[src/rtl/iep_pkg.sv]
// Package of constants for the interrupt enable and priority register bank.
// Assumes an 8-bit special-function-register bus with direct byte addresses.
package iep_pkg;
  // ==========================================================================
  // Register addresses.
  localparam logic [7:0] ADDR_EXT_FLAGS  = 8'h91;
  localparam logic [7:0] ADDR_ENABLE     = 8'hA8;
  localparam logic [7:0] ADDR_PRIORITY   = 8'hB8;
  localparam logic [7:0] ADDR_EXT_CTRL   = 8'hD8;
  localparam logic [7:0] ADDR_CAUSE      = 8'hE4;
  localparam logic [7:0] ADDR_EXT_ENABLE = 8'hE8;
  localparam logic [7:0] ADDR_EXT_PRIO   = 8'hF8;
  // ==========================================================================
  // Reset values and reserved read masks.
  localparam logic [7:0] RESET_VALUE     = 8'h00;
  localparam logic [7:0] ONES_PRIORITY   = 8'h80;
  localparam logic [7:0] ONES_EXT_FLAGS  = 8'h08;
  localparam logic [7:0] ONES_EXT_CTRL   = 8'h40;
  localparam logic [7:0] ONES_EXT_EN_PRI = 8'hE0;
  // ==========================================================================
  // Field positions.
  localparam int BIT_GLOBAL     = 7;
  localparam int BIT_RATE_DBL   = 7;
  localparam int BIT_EXT0_FLAG  = 5;
  localparam int BIT_CONV_FLAG  = 4;
  localparam int BIT_EXT_TWO_FLAG_FLAG  = 3;
  localparam int BIT_EXT_TWO_FLAG_EN    = 4;
  localparam int BIT_EXT0_EN    = 1;
  localparam int BIT_CONV_EN    = 0;
  // ==========================================================================
  // Peripheral cause codes.
  localparam logic [7:0] CODE_OVERRUN  = 8'h01;
  localparam logic [7:0] CODE_TX_EMPTY = 8'h03;
  localparam logic [7:0] CODE_RX_AVAIL = 8'h05;
  localparam logic [7:0] CODE_NONE     = 8'h00;
  // Number of sources in natural order.
  localparam int NUM_SRC = 10;
  // Instruction cycle length in clocks.
  localparam int INSTR_CLKS = 4;
endpackage

[src/rtl/iep_regs.sv]
// Interrupt enable, priority and edge flag registers with request arbitration.
// Assumes a core issuing one-cycle write and read strobes with an SFR address,
// and returning i_instr_done once per instruction and i_reti on return.
module iep_regs (
  input  wire logic                 i_clk_sys,        // System clock.
  input  wire logic                 i_reset_n,        // Async reset, low.
  input  wire logic [7:0]           i_sfr_addr,       // Register address.
  input  wire logic [7:0]           i_sfr_wdata,      // Write data.
  input  wire logic                 i_sfr_wr,         // Write strobe.
  input  wire logic                 i_sfr_rd,         // Read strobe.
  input  wire logic                 i_periph_n,       // Peripheral line, low.
  input  wire logic                 i_timer_zero_overflow, // Timer 0 flag.
  input  wire logic                 i_ext_one_pin_n,  // External 1 request.
  input  wire logic                 i_timer_one_overflow,  // Timer 1 flag.
  input  wire logic                 i_serial_zero_tx_flag, // Serial 0 tx.
  input  wire logic                 i_serial_zero_rx_flag, // Serial 0 rx.
  input  wire logic                 i_timer_two_overflow,  // Timer 2 flag.
  input  wire logic                 i_serial_one_tx_flag,  // Serial 1 tx.
  input  wire logic                 i_serial_one_rx_flag,  // Serial 1 rx.
  input  wire logic                 i_converter_irq,  // Converter input.
  input  wire logic                 i_ext_zero_pin_n, // External 0 pin.
  input  wire logic                 i_ext_two_pin,    // External 2 pin.
  input  wire logic                 i_spi_overrun,    // Cause: rx overrun.
  input  wire logic                 i_spi_tx_empty,   // Cause: tx empty.
  input  wire logic                 i_spi_rx_avail,   // Cause: rx data.
  input  wire logic                 i_instr_done,     // Instruction end pulse.
  input  wire logic                 i_reti,           // Return executed pulse.
  input  wire logic                 i_vector_taken,   // Core took request.
  output logic [7:0]                o_sfr_rdata,      // Read data.
  output logic                      o_irq_req,        // Request to core.
  output logic [3:0]                o_irq_id,         // Winning source.
  output logic                      o_irq_high,       // Winner is high level.
  output logic                      o_serial_one_rate_double // Rate doubler.
);
  import iep_pkg::*;

  // ==========================================================================
  // Storage.
  logic [7:0] irq_enable;
  logic [6:0] irq_priority;
  logic       ext_zero_edge_flag;
  logic       converter_edge_flag;
  logic       ext_two_flag;
  logic       ext_two_irq_on;
  logic       ext_zero_irq_on;
  logic       converter_irq_on;
  logic       ext_two_level;
  logic       ext_zero_prio_level;
  logic       converter_level;
  logic [7:0] periph_cause_code;
  logic       ext_zero_prev_n;
  logic       conv_prev;
  logic       ext_two_prev;
  logic       active_low;
  logic       active_high;
  logic       hold_one;
  logic       hold_pending;

  logic wr_en;
  logic wr_ext_flags;
  logic wr_ext_ctrl;
  logic ext_zero_fall;
  logic conv_rise;
  logic ext_two_rise;
  logic ctl_write;
  assign wr_en        = i_sfr_wr && (i_sfr_addr == ADDR_ENABLE);
  assign wr_ext_flags = i_sfr_wr && (i_sfr_addr == ADDR_EXT_FLAGS);
  assign wr_ext_ctrl  = i_sfr_wr && (i_sfr_addr == ADDR_EXT_CTRL);
  assign ext_zero_fall = ext_zero_prev_n && !i_ext_zero_pin_n;
  assign conv_rise     = !conv_prev && i_converter_irq;
  assign ext_two_rise  = !ext_two_prev && i_ext_two_pin;
  // Writes to any enable or priority register start the post-write hold.
  assign ctl_write = i_sfr_wr && ((i_sfr_addr == ADDR_ENABLE) ||
                     (i_sfr_addr == ADDR_PRIORITY) || (i_sfr_addr == ADDR_EXT_ENABLE) ||
                     (i_sfr_addr == ADDR_EXT_PRIO));

  // Standard enable and priority registers.
  always_ff @(posedge i_clk_sys or negedge i_reset_n) begin
    if (!i_reset_n) begin
      irq_enable   <= RESET_VALUE;
      irq_priority <= RESET_VALUE[6:0];
    end else if (i_sfr_wr) begin
      if (wr_en) begin
        irq_enable <= i_sfr_wdata;
      end
      if (i_sfr_addr == ADDR_PRIORITY) begin
        irq_priority <= i_sfr_wdata[6:0];
      end
    end
  end

  // Extended enable, priority and rate doubler registers.
  always_ff @(posedge i_clk_sys or negedge i_reset_n) begin
    if (!i_reset_n) begin
      ext_two_irq_on         <= 1'b0;
      ext_zero_irq_on        <= 1'b0;
      converter_irq_on       <= 1'b0;
      ext_two_level          <= 1'b0;
      ext_zero_prio_level    <= 1'b0;
      converter_level        <= 1'b0;
      o_serial_one_rate_double <= 1'b0;
    end else if (i_sfr_wr) begin
      if (i_sfr_addr == ADDR_EXT_ENABLE) begin
        ext_two_irq_on   <= i_sfr_wdata[BIT_EXT_TWO_FLAG_EN];
        ext_zero_irq_on  <= i_sfr_wdata[BIT_EXT0_EN];
        converter_irq_on <= i_sfr_wdata[BIT_CONV_EN];
      end
      if (i_sfr_addr == ADDR_EXT_PRIO) begin
        ext_two_level       <= i_sfr_wdata[BIT_EXT_TWO_FLAG_EN];
        ext_zero_prio_level <= i_sfr_wdata[BIT_EXT0_EN];
        converter_level     <= i_sfr_wdata[BIT_CONV_EN];
      end
      if (wr_ext_ctrl) begin
        o_serial_one_rate_double <= i_sfr_wdata[BIT_RATE_DBL];
      end
    end
  end

  // Edge detectors; the pins are taken as already synchronous.
  always_ff @(posedge i_clk_sys or negedge i_reset_n) begin
    if (!i_reset_n) begin
      ext_zero_prev_n <= 1'b1;
      conv_prev       <= 1'b0;
      ext_two_prev    <= 1'b0;
    end else begin
      ext_zero_prev_n <= i_ext_zero_pin_n;
      conv_prev       <= i_converter_irq;
      ext_two_prev    <= i_ext_two_pin;
    end
  end

  // Edge flags: software may write either value, but an edge in the same
  // cycle wins so that no event is lost.
  always_ff @(posedge i_clk_sys or negedge i_reset_n) begin
    if (!i_reset_n) begin
      ext_zero_edge_flag  <= 1'b0;
      converter_edge_flag <= 1'b0;
      ext_two_flag        <= 1'b0;
    end else begin
      if (ext_zero_fall) begin
        ext_zero_edge_flag <= 1'b1;
      end else if (wr_ext_flags) begin
        ext_zero_edge_flag <= i_sfr_wdata[BIT_EXT0_FLAG];
      end
      if (conv_rise) begin
        converter_edge_flag <= 1'b1;
      end else if (wr_ext_flags) begin
        converter_edge_flag <= i_sfr_wdata[BIT_CONV_FLAG];
      end
      if (ext_two_rise) begin
        ext_two_flag <= 1'b1;
      end else if (wr_ext_ctrl) begin
        ext_two_flag <= i_sfr_wdata[BIT_EXT_TWO_FLAG_FLAG];
      end
    end
  end

  // Peripheral cause encoder, registered; overrun ranks first.
  always_ff @(posedge i_clk_sys or negedge i_reset_n) begin
    if (!i_reset_n) begin
      periph_cause_code <= CODE_NONE;
    end else if (i_spi_overrun) begin
      periph_cause_code <= CODE_OVERRUN;
    end else if (i_spi_tx_empty) begin
      periph_cause_code <= CODE_TX_EMPTY;
    end else if (i_spi_rx_avail) begin
      periph_cause_code <= CODE_RX_AVAIL;
    end else begin
      periph_cause_code <= CODE_NONE;
    end
  end

  // Read data, with reserved bits forced to their fixed values.
  logic [7:0] next_rdata;
  always_comb begin
    next_rdata = 8'h00;
    unique case (i_sfr_addr)
      ADDR_ENABLE:     next_rdata = irq_enable;
      ADDR_PRIORITY:   next_rdata = ONES_PRIORITY | {1'b0, irq_priority};
      ADDR_EXT_FLAGS:  next_rdata = ONES_EXT_FLAGS |
                                    {2'b00, ext_zero_edge_flag, converter_edge_flag,
                                     4'h0};
      ADDR_EXT_CTRL:   next_rdata = ONES_EXT_CTRL |
                                    {o_serial_one_rate_double, 3'b000, ext_two_flag,
                                     3'b000};
      ADDR_CAUSE:      next_rdata = periph_cause_code;
      ADDR_EXT_ENABLE: next_rdata = ONES_EXT_EN_PRI |
                                    {3'b000, ext_two_irq_on, 2'b00, ext_zero_irq_on,
                                     converter_irq_on};
      ADDR_EXT_PRIO:   next_rdata = ONES_EXT_EN_PRI |
                                    {3'b000, ext_two_level, 2'b00, ext_zero_prio_level,
                                     converter_level};
      default:         next_rdata = 8'h00;
    endcase
  end

  always_ff @(posedge i_clk_sys or negedge i_reset_n) begin
    if (!i_reset_n) begin
      o_sfr_rdata <= 8'h00;
    end else if (i_sfr_rd) begin
      o_sfr_rdata <= next_rdata;
    end
  end

  // Per-source requests and levels in natural order, index 0 highest.
  logic [NUM_SRC-1:0] raw_req;
  logic [NUM_SRC-1:0] src_on;
  logic [NUM_SRC-1:0] src_lvl;
  logic [NUM_SRC-1:0] gated;
  assign raw_req = {ext_two_flag, ext_zero_edge_flag, converter_edge_flag,
                    i_serial_one_tx_flag | i_serial_one_rx_flag,
                    i_timer_two_overflow,
                    i_serial_zero_tx_flag | i_serial_zero_rx_flag,
                    i_timer_one_overflow,
                    !i_ext_one_pin_n,
                    i_timer_zero_overflow,
                    !i_periph_n};
  assign src_on  = {ext_two_irq_on, ext_zero_irq_on, converter_irq_on, irq_enable[6:0]};
  assign src_lvl = {ext_two_level, ext_zero_prio_level, converter_level,
                    irq_priority[6:0]};

  // Global gate masks everything while clear.
  genvar g;
  generate
    for (g = 0; g < NUM_SRC; g++) begin : g_gate
      assign gated[g] = irq_enable[BIT_GLOBAL] & src_on[g] & raw_req[g];
    end
  endgenerate

  // Pick the lowest index at the high level first, then at the low level.
  logic       next_req;
  logic [3:0] next_id;
  logic       next_high;
  always_comb begin
    next_req  = 1'b0;
    next_id   = 4'h0;
    next_high = 1'b0;
    for (int i = NUM_SRC - 1; i >= 0; i--) begin
      if (gated[i] && !src_lvl[i] && !active_low && !active_high) begin
        next_req = 1'b1;
        next_id  = 4'(i);
      end
    end
    for (int i = NUM_SRC - 1; i >= 0; i--) begin
      if (gated[i] && src_lvl[i] && !active_high) begin
        next_req  = 1'b1;
        next_id   = 4'(i);
        next_high = 1'b1;
      end
    end
    // A return or control write in this very cycle already starts the hold,
    // otherwise a request could slip out one cycle after it.
    if (hold_one || hold_pending || i_reti || ctl_write) begin
      next_req = 1'b0;
    end
  end

  always_ff @(posedge i_clk_sys or negedge i_reset_n) begin
    if (!i_reset_n) begin
      o_irq_req  <= 1'b0;
      o_irq_id   <= 4'h0;
      o_irq_high <= 1'b0;
    end else begin
      o_irq_req  <= next_req;
      o_irq_id   <= next_id;
      o_irq_high <= next_high;
    end
  end

  // In-service levels: a return ends the higher active level first.
  always_ff @(posedge i_clk_sys or negedge i_reset_n) begin
    if (!i_reset_n) begin
      active_low  <= 1'b0;
      active_high <= 1'b0;
    end else if (i_vector_taken && o_irq_req) begin
      if (o_irq_high) begin
        active_high <= 1'b1;
      end else begin
        active_low <= 1'b1;
      end
    end else if (i_reti) begin
      if (active_high) begin
        active_high <= 1'b0;
      end else begin
        active_low <= 1'b0;
      end
    end
  end

  // After a return or a control write, let one more instruction finish.
  // The pending stage waits for the current instruction, then hold_one
  // covers the next one.
  always_ff @(posedge i_clk_sys or negedge i_reset_n) begin
    if (!i_reset_n) begin
      hold_pending <= 1'b0;
      hold_one     <= 1'b0;
    end else if (i_reti || ctl_write) begin
      hold_pending <= 1'b1;
      hold_one     <= 1'b0;
    end else if (i_instr_done) begin
      hold_one     <= hold_pending;
      hold_pending <= 1'b0;
    end
  end

  // ==========================================================================
  // Checks.
  a_global_mask: assert property (@(posedge i_clk_sys) disable iff (!i_reset_n)
    !irq_enable[BIT_GLOBAL] |=> !o_irq_req)
    else $error("Request raised while global gate clear.");
  a_ext0_edge: assert property (@(posedge i_clk_sys) disable iff (!i_reset_n)
    $fell(i_ext_zero_pin_n) |=> ext_zero_edge_flag)
    else $error("External zero edge not flagged.");
  a_conv_edge: assert property (@(posedge i_clk_sys) disable iff (!i_reset_n)
    $rose(i_converter_irq) |=> converter_edge_flag)
    else $error("Converter edge not flagged.");
  a_ext_two_flag_edge: assert property (@(posedge i_clk_sys) disable iff (!i_reset_n)
    (ext_two_rise && wr_ext_ctrl) |=> ext_two_flag)
    else $error("External two edge lost to clear.");
  a_rate_dbl: assert property (@(posedge i_clk_sys) disable iff (!i_reset_n)
    wr_ext_ctrl |=> o_serial_one_rate_double == $past(i_sfr_wdata[7]))
    else $error("Rate doubler not updated.");
  a_cause_code: assert property (@(posedge i_clk_sys) disable iff (!i_reset_n)
    i_spi_overrun |=> periph_cause_code == CODE_OVERRUN)
    else $error("Overrun not ranked first.");
  a_cause_read: assert property (@(posedge i_clk_sys) disable iff (!i_reset_n)
    (i_sfr_rd && i_sfr_addr == ADDR_CAUSE) |=> o_sfr_rdata == $past(periph_cause_code))
    else $error("Cause register read wrong.");
  a_prio_ones: assert property (@(posedge i_clk_sys) disable iff (!i_reset_n)
    (i_sfr_rd && i_sfr_addr == ADDR_PRIORITY) |=> o_sfr_rdata[7])
    else $error("Reserved priority bit not one.");
  a_flag_zeros: assert property (@(posedge i_clk_sys) disable iff (!i_reset_n)
    (i_sfr_rd && i_sfr_addr == ADDR_EXT_FLAGS) |=> o_sfr_rdata[2:0] == 3'b000)
    else $error("Reserved flag bits not zero.");
  a_high_preempt: assert property (@(posedge i_clk_sys) disable iff (!i_reset_n)
    active_high |=> !o_irq_req)
    else $error("Request during high level service.");
  a_hold_after: assert property (@(posedge i_clk_sys) disable iff (!i_reset_n)
    i_reti |=> !o_irq_req ##1 !o_irq_req)
    else $error("Request too soon after return.");
  a_serial_one: assert property (@(posedge i_clk_sys) disable iff (!i_reset_n)
    !irq_enable[6] |=> !(o_irq_req && o_irq_id == 4'h6))
    else $error("Serial one passed while disabled.");
  a_prio_order: assert property (@(posedge i_clk_sys) disable iff (!i_reset_n)
    (next_req && !next_high && gated[1] && !src_lvl[1]) |-> next_id <= 4'h1)
    else $error("Natural order violated.");

  c_high_req: cover property (@(posedge i_clk_sys) o_irq_req && o_irq_high);
  c_low_req: cover property (@(posedge i_clk_sys) o_irq_req && !o_irq_high);
  c_ext0_set: cover property (@(posedge i_clk_sys) $rose(ext_zero_edge_flag));
  c_nested: cover property (@(posedge i_clk_sys) active_low && active_high);
endmodule

[config.mk]
export PLATFORM = sky130hd
export DESIGN_NAME = iep_regs
export DESIGN_NICKNAME = d
export VERILOG_FILES = /design/src/rtl/iep_pkg.sv /design/src/rtl/iep_regs.sv
export SDC_FILE = /design/constraint.sdc
export NUM_CORES = 1
export LEC_CHECK = 0
export BUFFER_PORTS_ARGS = -buffer_cell sky130_fd_sc_hd__buf_2
export CAP_MARGIN = 20
export CORE_MARGIN = 8
export CORE_UTILIZATION = 38
export DETAILED_ROUTE_END_ITERATION = 16
export PLACE_DENSITY_LB_ADDON = 0.1
export SLEW_MARGIN = 20
export SYNTH_ARGS = -nofsm -noshare
export SYNTH_HDL_FRONTEND = slang
export SYNTH_SLANG_ARGS = --single-unit
export TNS_END_PERCENT = 5
[constraint.sdc]
create_clock -name i_clk_sys -period 1.5 [get_ports i_clk_sys]
set_input_delay 0.075 -clock i_clk_sys [delete_from_list [all_inputs] [get_ports i_clk_sys]]
set_output_delay 0.075 -clock i_clk_sys [all_outputs]
set_load 0.02 [all_outputs]
==> impl_metrics.yaml, run 1 <==
yosys:
  synth_top_family_by_area: "simple AND/OR/NAND/NOR gates"
  synth_most_common_cell: "sky130_fd_sc_hd__dfrtp_1"
  synth_edf_count: 0
  synth_seq_area_share_pct: 47.07
  synthFlopType: "sky130_fd_sc_hd__dfrtp_1"
  synth-seq-cells: 49
  syn_area_per_cell_um2: 11.29
  ys_async_sr_fraction_pct: 100.0
  synth.cell_area_um2: 2608
  synth-simple-area-share_pct: 22.26
  synthTopCellsByCount: "sky130_fd_sc_hd__dfrtp_1 (48), sky130_fd_sc_hd__mux2_2 (25), sky130_fd_sc_hd__a21oi_1 (17)"
  synth_area_in_xor_xnor_pct: 0
  synth.area.top_cells: "sky130_fd_sc_hd__dfrtp_1 (46%), sky130_fd_sc_hd__mux2_2 (11%), sky130_fd_sc_hd__a21oi_1 (3.3%)"
  syn-instance-count: 231
  mappedNetlistNets: 269
  synth.lib_cells_used.distinct: 54
  synth.largest_area_cell: "sky130_fd_sc_hd__dfrtp_1"
  synth.yosys.warnings: 0
  synth-compound-area-share_pct: 12.96
  synth_adder_area_share_pct: 0
  synthDominantCellAreaShare_pct: 46.07
  post_synthesis_mux_area_share_pct: 15.36
drt:
  routed-wl-met3_um: 315
  maxUsedRoutingLayer: "met4"
  first_iter_violations: 60
  wl_per_cell_um: 16.53
  detailroute.via_count: 2207
  via_per_inst: 5.193
  wl_met1_mm: 3.381
  met2RoutedLength_mm: 3.210
  drcViolationCount: 0
  detailedRoute.firstPassIterationCount: 4
  route.antenna.remaining_nets: 0
  detail_route.wirelength_mm: 7.027
global_routing:
  antenna_found_initial: 0
  grt_start_max_net_pins: 19
  grt_first_pass_wirelength_mm: 11.39
  grt.total_usage_pct: 14.80
  number_of_global_route_vias_before_repair: 2226
  grt-ovfl-total: 0
floorplan:
  fp.dieArea_um2: 9768
  io_pins: 53
  fp.dieW_um: 98.84
  die_y_um: 98.84
  start_util_pct: 38.81
  core_um2: 6719
  placementRows: 30
cells_and_area:
  area_growth_pct: 36.61
  number_of_diodes: 0
  layout.nets: 382
  stdcell_count: 425
  finish.instance_area_um2: 3562
  post_route_cells_drive_above_1_share_pct: 47.83
sta:
  skew_ns: 0.006233
  worst-slew-pin-transition_ns: 0.5522
  final-max-slew-violation-count: 0
  setup_slack_ns: -0.1779
  grt_setup_unrepaired: "yes"
  post-route-period-util_pct: 111.9
  final.min_clock_period_ns: 1.678
  fin_hold_ws_ns: 0.008038
  final_hold_viol_count: 0
  fmax_ghz: 0.5960
  tns_ns: -0.5932
  tightest_slew_margin_relative_to_the_limit_pct: 62.80
  setup-violations-final: 5
clock_network:
  cts_buffers: 5
  worst_skew_pair.late_latency_ns: 0.31
  tritoncts: "built"
  cts_htree_levels: 2
  clock_sinks: 49
  clkSlewWorstSetupHoldPaths_ns: 0.09
  cts_root_buffer: "sky130_fd_sc_hd__clkbuf_8"
  clk_path_buf_depth: 2
power:
  power.static_leakage_nw: 1.716
  ir_drop_mv: 0.3152
  power.density_nw_per_um2: 741.1
placement:
  dp_hpwl_mm: 5.600
  gp_congestion: 0.8694
  dpl.cell_count: 407
  dpl_worst_slack_ns: -0.2520
  io_buffers: 52
  detailed_place.area_um2: 3332
setup_path:
  crit_path_end_kind: "flip-flop"
  setup.worst_path.start_class: "flip-flop"
  r2r-end: "o_irq_id[1]"
  r2r.worst_path.cells: 5
  path_class: "reg -> reg"
  worst-endpoint-arrival_ns: 1.91
  required_ns: 1.73
  critical_path.max_fanout: 4
  worst-r2r-setup-slack_ns: -0.18
  regToRegStartpoint: "active_high"
  timing.critical_path.from: "active_high"
status:
  status: "finished with violations"
  violations: "setup timing"
worst_hold_path:
  timing.hold.worst_endpoint: "irq_enable[6]"
  min_delay_worst_type: "in -> reg"
  min_delay_path_depth: 2
  hp-start: "i_sfr_wdata[6]"
flow_run:
  drv_cap: 0
==> kinds of logic (layout without fill, tap and decap cells) <==
group,after synthesis,after routing
flops,49,49
mux,33,33
compound gates,53,53
buf+inv,13,127
simple gates,83,83
==> routing by layer <==
layer / up-vias / GRT usage, %
met1: 1062 / 19.09
met4: 0 / 5.195
met3: 9 / 3.594
met2: 40 / 23.49
li1: 1096 / -
met5: - / 0
==> area by class of cell <==
cell class | instances | area, µm²
clock buffers | 6 | 82.58
clock inverters | 2 | 13.76
fillers | 621 | 3157
inverters | 7 | 26.28
multi-input cells | 169 | 1366
flip-flops and latches | 49 | 1227
well taps | 80 | 100.1
repair buffers | 112 | 745.7
==> worst max-delay path: stages (launching register included) <==
cell and delay, ns:
sky130_fd_sc_hd__dfrtp_1 0.44, sky130_fd_sc_hd__nor3b_4 0.28, sky130_fd_sc_hd__o21ai_2 0.10, sky130_fd_sc_hd__or3b_1 0.39, sky130_fd_sc_hd__a21bo_1 0.22, sky130_fd_sc_hd__a211oi_2 0.17
==> power by group <==
group / switching (mW) / leakage [nW] / total (mW) / internal (mW)
Sequential: 0.0409 / 0.636 / 1.42 / 1.38
Combinational: 0.193 / 1.03 / 0.386 / 0.194
Clock: 0.462 / 0.0512 / 0.837 / 0.375
Total: 0.696 / 1.72 / 2.64 / 1.94
==> cells in the final DEF (no fill, tap or decap), drive strengths merged, types with 5 or more instances in the layout <==
| cell | instances |
|---|---|
| a21oi | 17 |
| a22oi | 5 |
| buf | 103 |
| clkbuf | 6 |
| dfrtp | 48 |
| dlygate4sd3 | 9 |
| inv | 7 |
| mux2 | 26 |
| nand2 | 9 |
| nand2b | 7 |
| nand3 | 7 |
| nor2 | 14 |
| nor3 | 11 |
| nor3b | 5 |
| o21ai | 14 |
| or3b | 5 |
==> flip-flops by register name (all words and copies together) (netlist names), 3 cells and up <==
name,cells
irq_enable,8
irq_priority,7
o_irq_id,4
o_sfr_rdata,8
periph_cause_code,3
==> what timing repair did <==
action / 4_1_cts / 5_1_grt
endpoints found under the setup margin: 6 / 7
setup buffers: 1 / 0
endpoints found under the hold margin: 21 / 0
pin swaps: 3 / 1
hold buffers: 9 / 0
gates resized for setup: 7 / 2
==> how the worst max path moves through the flow <==
stage	cells after the start	slack [ns]	to
after floorplan	5	-0.07	o_irq_id[1]
after global placement	5	-0.21	o_irq_id[1]
final	5	-0.18	o_irq_id[1]
after CTS	5	-0.19	o_irq_id[1]
after detailed placement	5	-0.25	o_irq_id[1]
after global routing	5	-0.25	o_irq_id[0]
==> metrics by stage <==
step	utilization [%]	power [mW]
6_report	53.02	2.640
5_1_grt	53.02	2.755
4_1_cts	52.92	2.675
3_5_place_dp	49.59	1.807
3_3_place_gp	49.59	1.803
2_1_floorplan	-	1.600
No activity file was read; power rests on OpenSTA's default activity.
==> inputs of run 2 (changes only) <==
--- a/config.mk
+++ b/config.mk
@@ -7,8 +7,10 @@
 export LEC_CHECK = 0
 export BUFFER_PORTS_ARGS = -buffer_cell sky130_fd_sc_hd__buf_2
 export CAP_MARGIN = 20
+export CELL_PAD_IN_SITES_DETAIL_PLACEMENT = 1
+export CELL_PAD_IN_SITES_GLOBAL_PLACEMENT = 2
 export CORE_MARGIN = 8
-export CORE_UTILIZATION = 38
+export CORE_UTILIZATION = 32
 export DETAILED_ROUTE_END_ITERATION = 16
 export PLACE_DENSITY_LB_ADDON = 0.1
 export SLEW_MARGIN = 20
==> impl_metrics.yaml, run 2 (same netlist as run 1, synthesis figures left out) <==
clock_network:
  tritoncts: "built"
  clk_path_buf_depth: 2
  cts_htree_levels: 2
  cts_root_buffer: "sky130_fd_sc_hd__clkbuf_8"
  clkSlewWorstSetupHoldPaths_ns: 0.09
  worst_skew_pair.late_latency_ns: 0.31
  cts_buffers: 5
  clock_sinks: 49
cells_and_area:
  number_of_diodes: 0
  area_growth_pct: 40.88
  mostFrequentLayoutCells: "sky130_fd_sc_hd__buf_2 (52), sky130_fd_sc_hd__buf_4 (48), sky130_fd_sc_hd__dfrtp_1 (47)"
  finish.instance_area_um2: 3674
  stdcell_count: 450
  post_route_cells_drive_above_1_share_pct: 48.99
  layout.nets: 382
  final_core_util_pct: 45.63
  largest_registers: "irq_enable x8, o_sfr_rdata x8, irq_priority x7"
  final_common_cell: "sky130_fd_sc_hd__buf_2"
floorplan:
  core_um2: 8051
  placementRows: 33
  fp.dieW_um: 106.3
  die_y_um: 106.3
  start_util_pct: 32.39
  fp.dieArea_um2: 11290
  io_pins: 53
placement:
  dpl.cell_count: 432
  dpl_worst_slack_ns: -0.2596
  io_buffers: 52
  dp_hpwl_mm: 6.377
  detailed_place.area_um2: 3401
  gp_congestion: 0.8968
setup_path:
  required_ns: 1.72
  slowest_stage_delay_cp_ns: 0.45
  path_cells: "nor3b_4 -> o21ai_2 -> or3b_4 -> a21bo_1 -> a211oi_2"
  crit_path_end_kind: "flip-flop"
  critical_path.max_fanout: 3
  crit_path_top_delay_cell: "sky130_fd_sc_hd__dfrtp_1"
  critical-path-top-delay-family: "simple AND/OR/NAND/NOR gates"
  path_class: "reg -> reg"
  worst-endpoint-arrival_ns: 1.96
  critical_path.n_buffers_inverters: 0
  setup.worst_path.start_class: "flip-flop"
sta:
  setup_slack_ns: -0.2395
  grt_setup_unrepaired: "yes"
  final-max-slew-violation-count: 0
  skew_ns: 0.005397
  final_hold_viol_count: 0
  fmax_ghz: 0.5749
  tightest_slew_margin_relative_to_the_limit_pct: 61.01
  worst-slew-pin-transition_ns: 0.5788
  post-route-period-util_pct: 116.0
  setup-violations-final: 5
  final.min_clock_period_ns: 1.740
power:
  power.static_leakage_nw: 1.732
  power.density_nw_per_um2: 772.3
  ir_drop_mv: 0.3757
  design_power_total_mw: 2.837
drt:
  first_iter_violations: 45
  route.antenna.remaining_nets: 0
  detailroute.via_count: 2219
  drcViolationCount: 0
  via_per_inst: 4.931
  wl_per_cell_um: 17.83
  detail_route.wirelength_mm: 8.025
  detailedRoute.firstPassIterationCount: 4
worst_hold_path:
  min_delay_worst_type: "in -> reg"
global_routing:
  grt_start_max_net_pins: 50
  grt.total_usage_pct: 14.62
  grt_first_pass_wirelength_mm: 13.01
  number_of_global_route_vias_before_repair: 2465
  antenna_found_initial: 0
  grt-ovfl-total: 0
status:
  violations: "setup timing"
  status: "finished with violations"
flow_run:
  drv_cap: 0
==> run 2: changes by cell type in the layout (fill, tap and decap cells not counted), sizes merged <==
cell / change
buf: +1
dlygate4sd3: -1
clkinvlp: +1
bufinv: +1
clkinv: -2
==> run 2: metrics by stage <==
stage / hold WS, ns / TNS (ns)
CTS: 0.004814 / -0.9106
global placement: 0.09062 / -1.983
finish: 0.01329 / -0.7206
detailed placement: 0.08957 / -2.224
global route: 0.0009743 / -1.247
floorplan: -0.2206 / -0.1588
==> run 2: where the power goes <==
| part | total [mW] | leakage [nW] | internal [mW] | switching [mW] |
|---|---|---|---|---|
| Combinational | 0.410 | 1.04 | 0.205 | 0.205 |
| Sequential | 1.42 | 0.634 | 1.38 | 0.0433 |
| Clock | 1.01 | 0.0574 | 0.543 | 0.465 |
==> run 2: timing repair <==
action,4_1_cts,5_1_grt
setup endpoints to repair,7,8
pin swaps,7,5
gates resized for setup,2,11
hold buffers,8,0
buffers inserted,1,1
hold endpoints to repair,56,0
==> run 2: worst register-to-register path: cells and delay by family (launching register included) <==
family,cells,cell delay [ns]
and+or+nand+nor,2,0.68
DFF,1,0.45
AOI/OAI and AO/OA,3,0.54
==> run 2: worst paths after layout <==
kind                                 from  slack (ns)  cells after the start               to
max                            active_low       -0.24                      5      o_irq_id[1]
min                        i_sfr_wdata[6]        0.01                      2    irq_enable[6]
max reg2reg                    active_low       -0.24                      5      o_irq_id[1]
min reg2reg                  ext_two_prev        0.42                      1     ext_two_flag
max in group asynchronous       i_reset_n        0.92                      3  ext_zero_prev_n
min in group asynchronous       i_reset_n        0.28                      3      o_irq_id[0]
==> run 2: layout make-up <==
class	instances	area (µm²)
Fill cell	936	4378
Inverter	7	26.28
Clock inverter	2	37.54
Sequential cell	49	1229
Clock buffer	6	82.58
Multi-Input combinational cell	169	1386
Tap cell	105	131.4
Timing Repair Buffer	112	780.7
==> run 2: routing by layer <==
layer	GRT usage (%)	part of all wire, %
met4	3.015	0.81
met5	0	0
met3	3.085	2.7
met1	19.28	48
met2	24.13	48
==> inputs of run 3 (changes only) <==
--- a/config.mk
+++ b/config.mk
@@ -7,12 +7,11 @@
 export LEC_CHECK = 0
 export BUFFER_PORTS_ARGS = -buffer_cell sky130_fd_sc_hd__buf_2
 export CAP_MARGIN = 20
-export CELL_PAD_IN_SITES_DETAIL_PLACEMENT = 1
-export CELL_PAD_IN_SITES_GLOBAL_PLACEMENT = 2
 export CORE_MARGIN = 8
-export CORE_UTILIZATION = 32
+export CORE_UTILIZATION = 38
 export DETAILED_ROUTE_END_ITERATION = 16
 export PLACE_DENSITY_LB_ADDON = 0.1
+export SKIP_LAST_GASP = 1
 export SLEW_MARGIN = 20
 export SYNTH_ARGS = -nofsm -noshare
 export SYNTH_HDL_FRONTEND = slang
==> impl_metrics.yaml, run 3 (same netlist as run 1, synthesis figures left out) <==
cells_and_area:
  mostFrequentLayoutCells: "sky130_fd_sc_hd__buf_2 (52), sky130_fd_sc_hd__buf_4 (50), sky130_fd_sc_hd__dfrtp_1 (48)"
  area_growth_pct: 36.08
  final_common_cell: "sky130_fd_sc_hd__buf_2"
  number_of_diodes: 0
  final_core_util_pct: 52.81
  largest_registers: "irq_enable x8, o_sfr_rdata x8, irq_priority x7"
  post_route_cells_drive_above_1_share_pct: 47.54
  layout.nets: 382
floorplan:
  placementRows: 30
  io_pins: 53
  fp.dieArea_um2: 9768
  fp.dieW_um: 98.84
  core_um2: 6719
  die_y_um: 98.84
  start_util_pct: 38.81
sta:
  final.min_clock_period_ns: 1.674
  tns_ns: -0.6221
  tightest_slew_margin_relative_to_the_limit_pct: 62.74
  fmax_ghz: 0.5974
  skew_ns: 0.006259
  final_hold_viol_count: 0
  worst-slew-pin-transition_ns: 0.5531
  setup_slack_ns: -0.1739
  setup-violations-final: 5
  grt_setup_unrepaired: "yes"
  post-route-period-util_pct: 111.6
  final-max-slew-violation-count: 0
setup_path:
  path_class: "reg -> reg"
  critical-path-top-delay-family: "simple AND/OR/NAND/NOR gates"
  slowest_stage_delay_cp_ns: 0.44
  required_ns: 1.73
  setup.worst_path.start_class: "flip-flop"
  critical_path.max_fanout: 4
  path_depth: 5
  path_cells: "nor3b_4 -> o21ai_2 -> or3b_1 -> a21bo_1 -> a211oi_2"
  crit_path_top_delay_cell: "sky130_fd_sc_hd__dfrtp_1"
  r2r.worst_path.cells: 5
  crit_path_end_kind: "flip-flop"
  worst-endpoint-arrival_ns: 1.90
  critical_path.n_buffers_inverters: 0
clock_network:
  worst_skew_pair.late_latency_ns: 0.31
  cts_root_buffer: "sky130_fd_sc_hd__clkbuf_8"
  cts_htree_levels: 2
  cts_buffers: 5
  tritoncts: "built"
  clk_path_buf_depth: 2
  clkSlewWorstSetupHoldPaths_ns: 0.09
  clock_sinks: 49
global_routing:
  grt.total_usage_pct: 14.79
  number_of_global_route_vias_before_repair: 2224
  grt-ovfl-total: 0
  grt_start_max_net_pins: 19
  antenna_found_initial: 0
  grt_first_pass_wirelength_mm: 11.38
power:
  share_clk_of_total_power_pct: 31.7
  power.density_nw_per_um2: 742.7
  sw_frac_of_total_pct: 26.28
  seq_power_share_pct: 53.7
  combinational_cell_fraction_of_total_power_pct: 14.6
  ir_drop_mv: 0.3147
  switchingPower_mw: 0.6926
  design_power_total_mw: 2.635
  power.static_leakage_nw: 1.706
  internal-power_mw: 1.943
drt:
  via_per_inst: 5.125
  route.antenna.remaining_nets: 0
  routed-wl-met3_um: 271
  detail_route.wirelength_mm: 7.023
  wl_per_cell_um: 16.52
  detailedRoute.firstPassIterationCount: 4
  maxUsedRoutingLayer: "met4"
  wl_met1_mm: 3.425
  drcViolationCount: 0
  first_iter_violations: 59
  detailroute.via_count: 2178
  met2RoutedLength_mm: 3.206
placement:
  io_buffers: 52
  gp_congestion: 0.8694
  dp_hpwl_mm: 5.600
  dpl_worst_slack_ns: -0.2520
worst_hold_path:
  min_delay_path_depth: 2
  min_delay_worst_type: "in -> reg"
flow_run:
  drv_cap: 0
status:
  status: "finished with violations"
  violations: "setup timing"
[run 3: cell types whose count changed in the layout (fill, tap and decap cells not counted), sizes merged]
cell	delta
clkinvlp	-1
bufinv	-1
dlygate4sd3	+1
clkinv	+2
buf	-1
[run 3: final cells by class]
class | count | area (µm²)
clock buffer | 6 | 82.58
sequential | 49 | 1227
fill | 623 | 3171
inverter | 7 | 26.28
tap | 80 | 100.1
multi-input combinational | 169 | 1353
clock inverter | 2 | 13.76
timing repair buffer | 112 | 745.7
[run 3: per-layer routing]
metal  track usage (%)  vias to the layer above
met5                 0                        -
met4             5.195                        0
met3             3.594                        9
met2             23.49                       37
met1             19.05                     1038
li1                  -                     1094
[run 3: through the flow]
stage,hold slack [ns],area (µm²),std cells
2_1_floorplan,-0.2206,2619,231
3_3_place_gp,0.05026,3332,407
3_5_place_dp,0.05530,3332,407
4_1_cts,0.003881,3538,425
5_1_grt,0.003383,3548,425
6_report,0.008519,3548,425
[run 3: timing repair]
item / CTS / global route
pin swaps: 2 / 1
buffers inserted: 1 / 0
setup endpoints to repair: 6 / 7
hold endpoints to repair: 21 / 0
gates resized for setup: 4 / 2
hold buffers: 9 / 0
[run 3: power by group through the flow]
stage               Combinational, mW  Clock, mW  Sequential, mW
CTS                             0.389      0.869            1.42
finish                          0.384      0.835            1.42
global route                    0.424      0.904            1.42
floorplan                       0.147          0            1.45
global placement                0.363          0            1.44
detailed placement              0.365          0            1.44
[run 3: worst paths after layout]
path,from,endpoint,slack [ns]
setup / recovery,active_high,o_irq_id[1],-0.17
hold / removal,i_sfr_wdata[6],irq_enable[6],0.009
setup reg to reg,active_high,o_irq_id[1],-0.17
hold reg to reg,ext_two_prev,ext_two_flag,0.42
max in group asynchronous,i_reset_n,o_sfr_rdata[5],0.77
min in group asynchronous,i_reset_n,active_high,0.24
[run 3: worst register-to-register path, cell delays in order, from the launching register on]
cell and delay (ns):
sky130_fd_sc_hd__dfrtp_1 0.44, sky130_fd_sc_hd__nor3b_4 0.28, sky130_fd_sc_hd__o21ai_2 0.10, sky130_fd_sc_hd__or3b_1 0.39
sky130_fd_sc_hd__a21bo_1 0.22, sky130_fd_sc_hd__a211oi_2 0.17
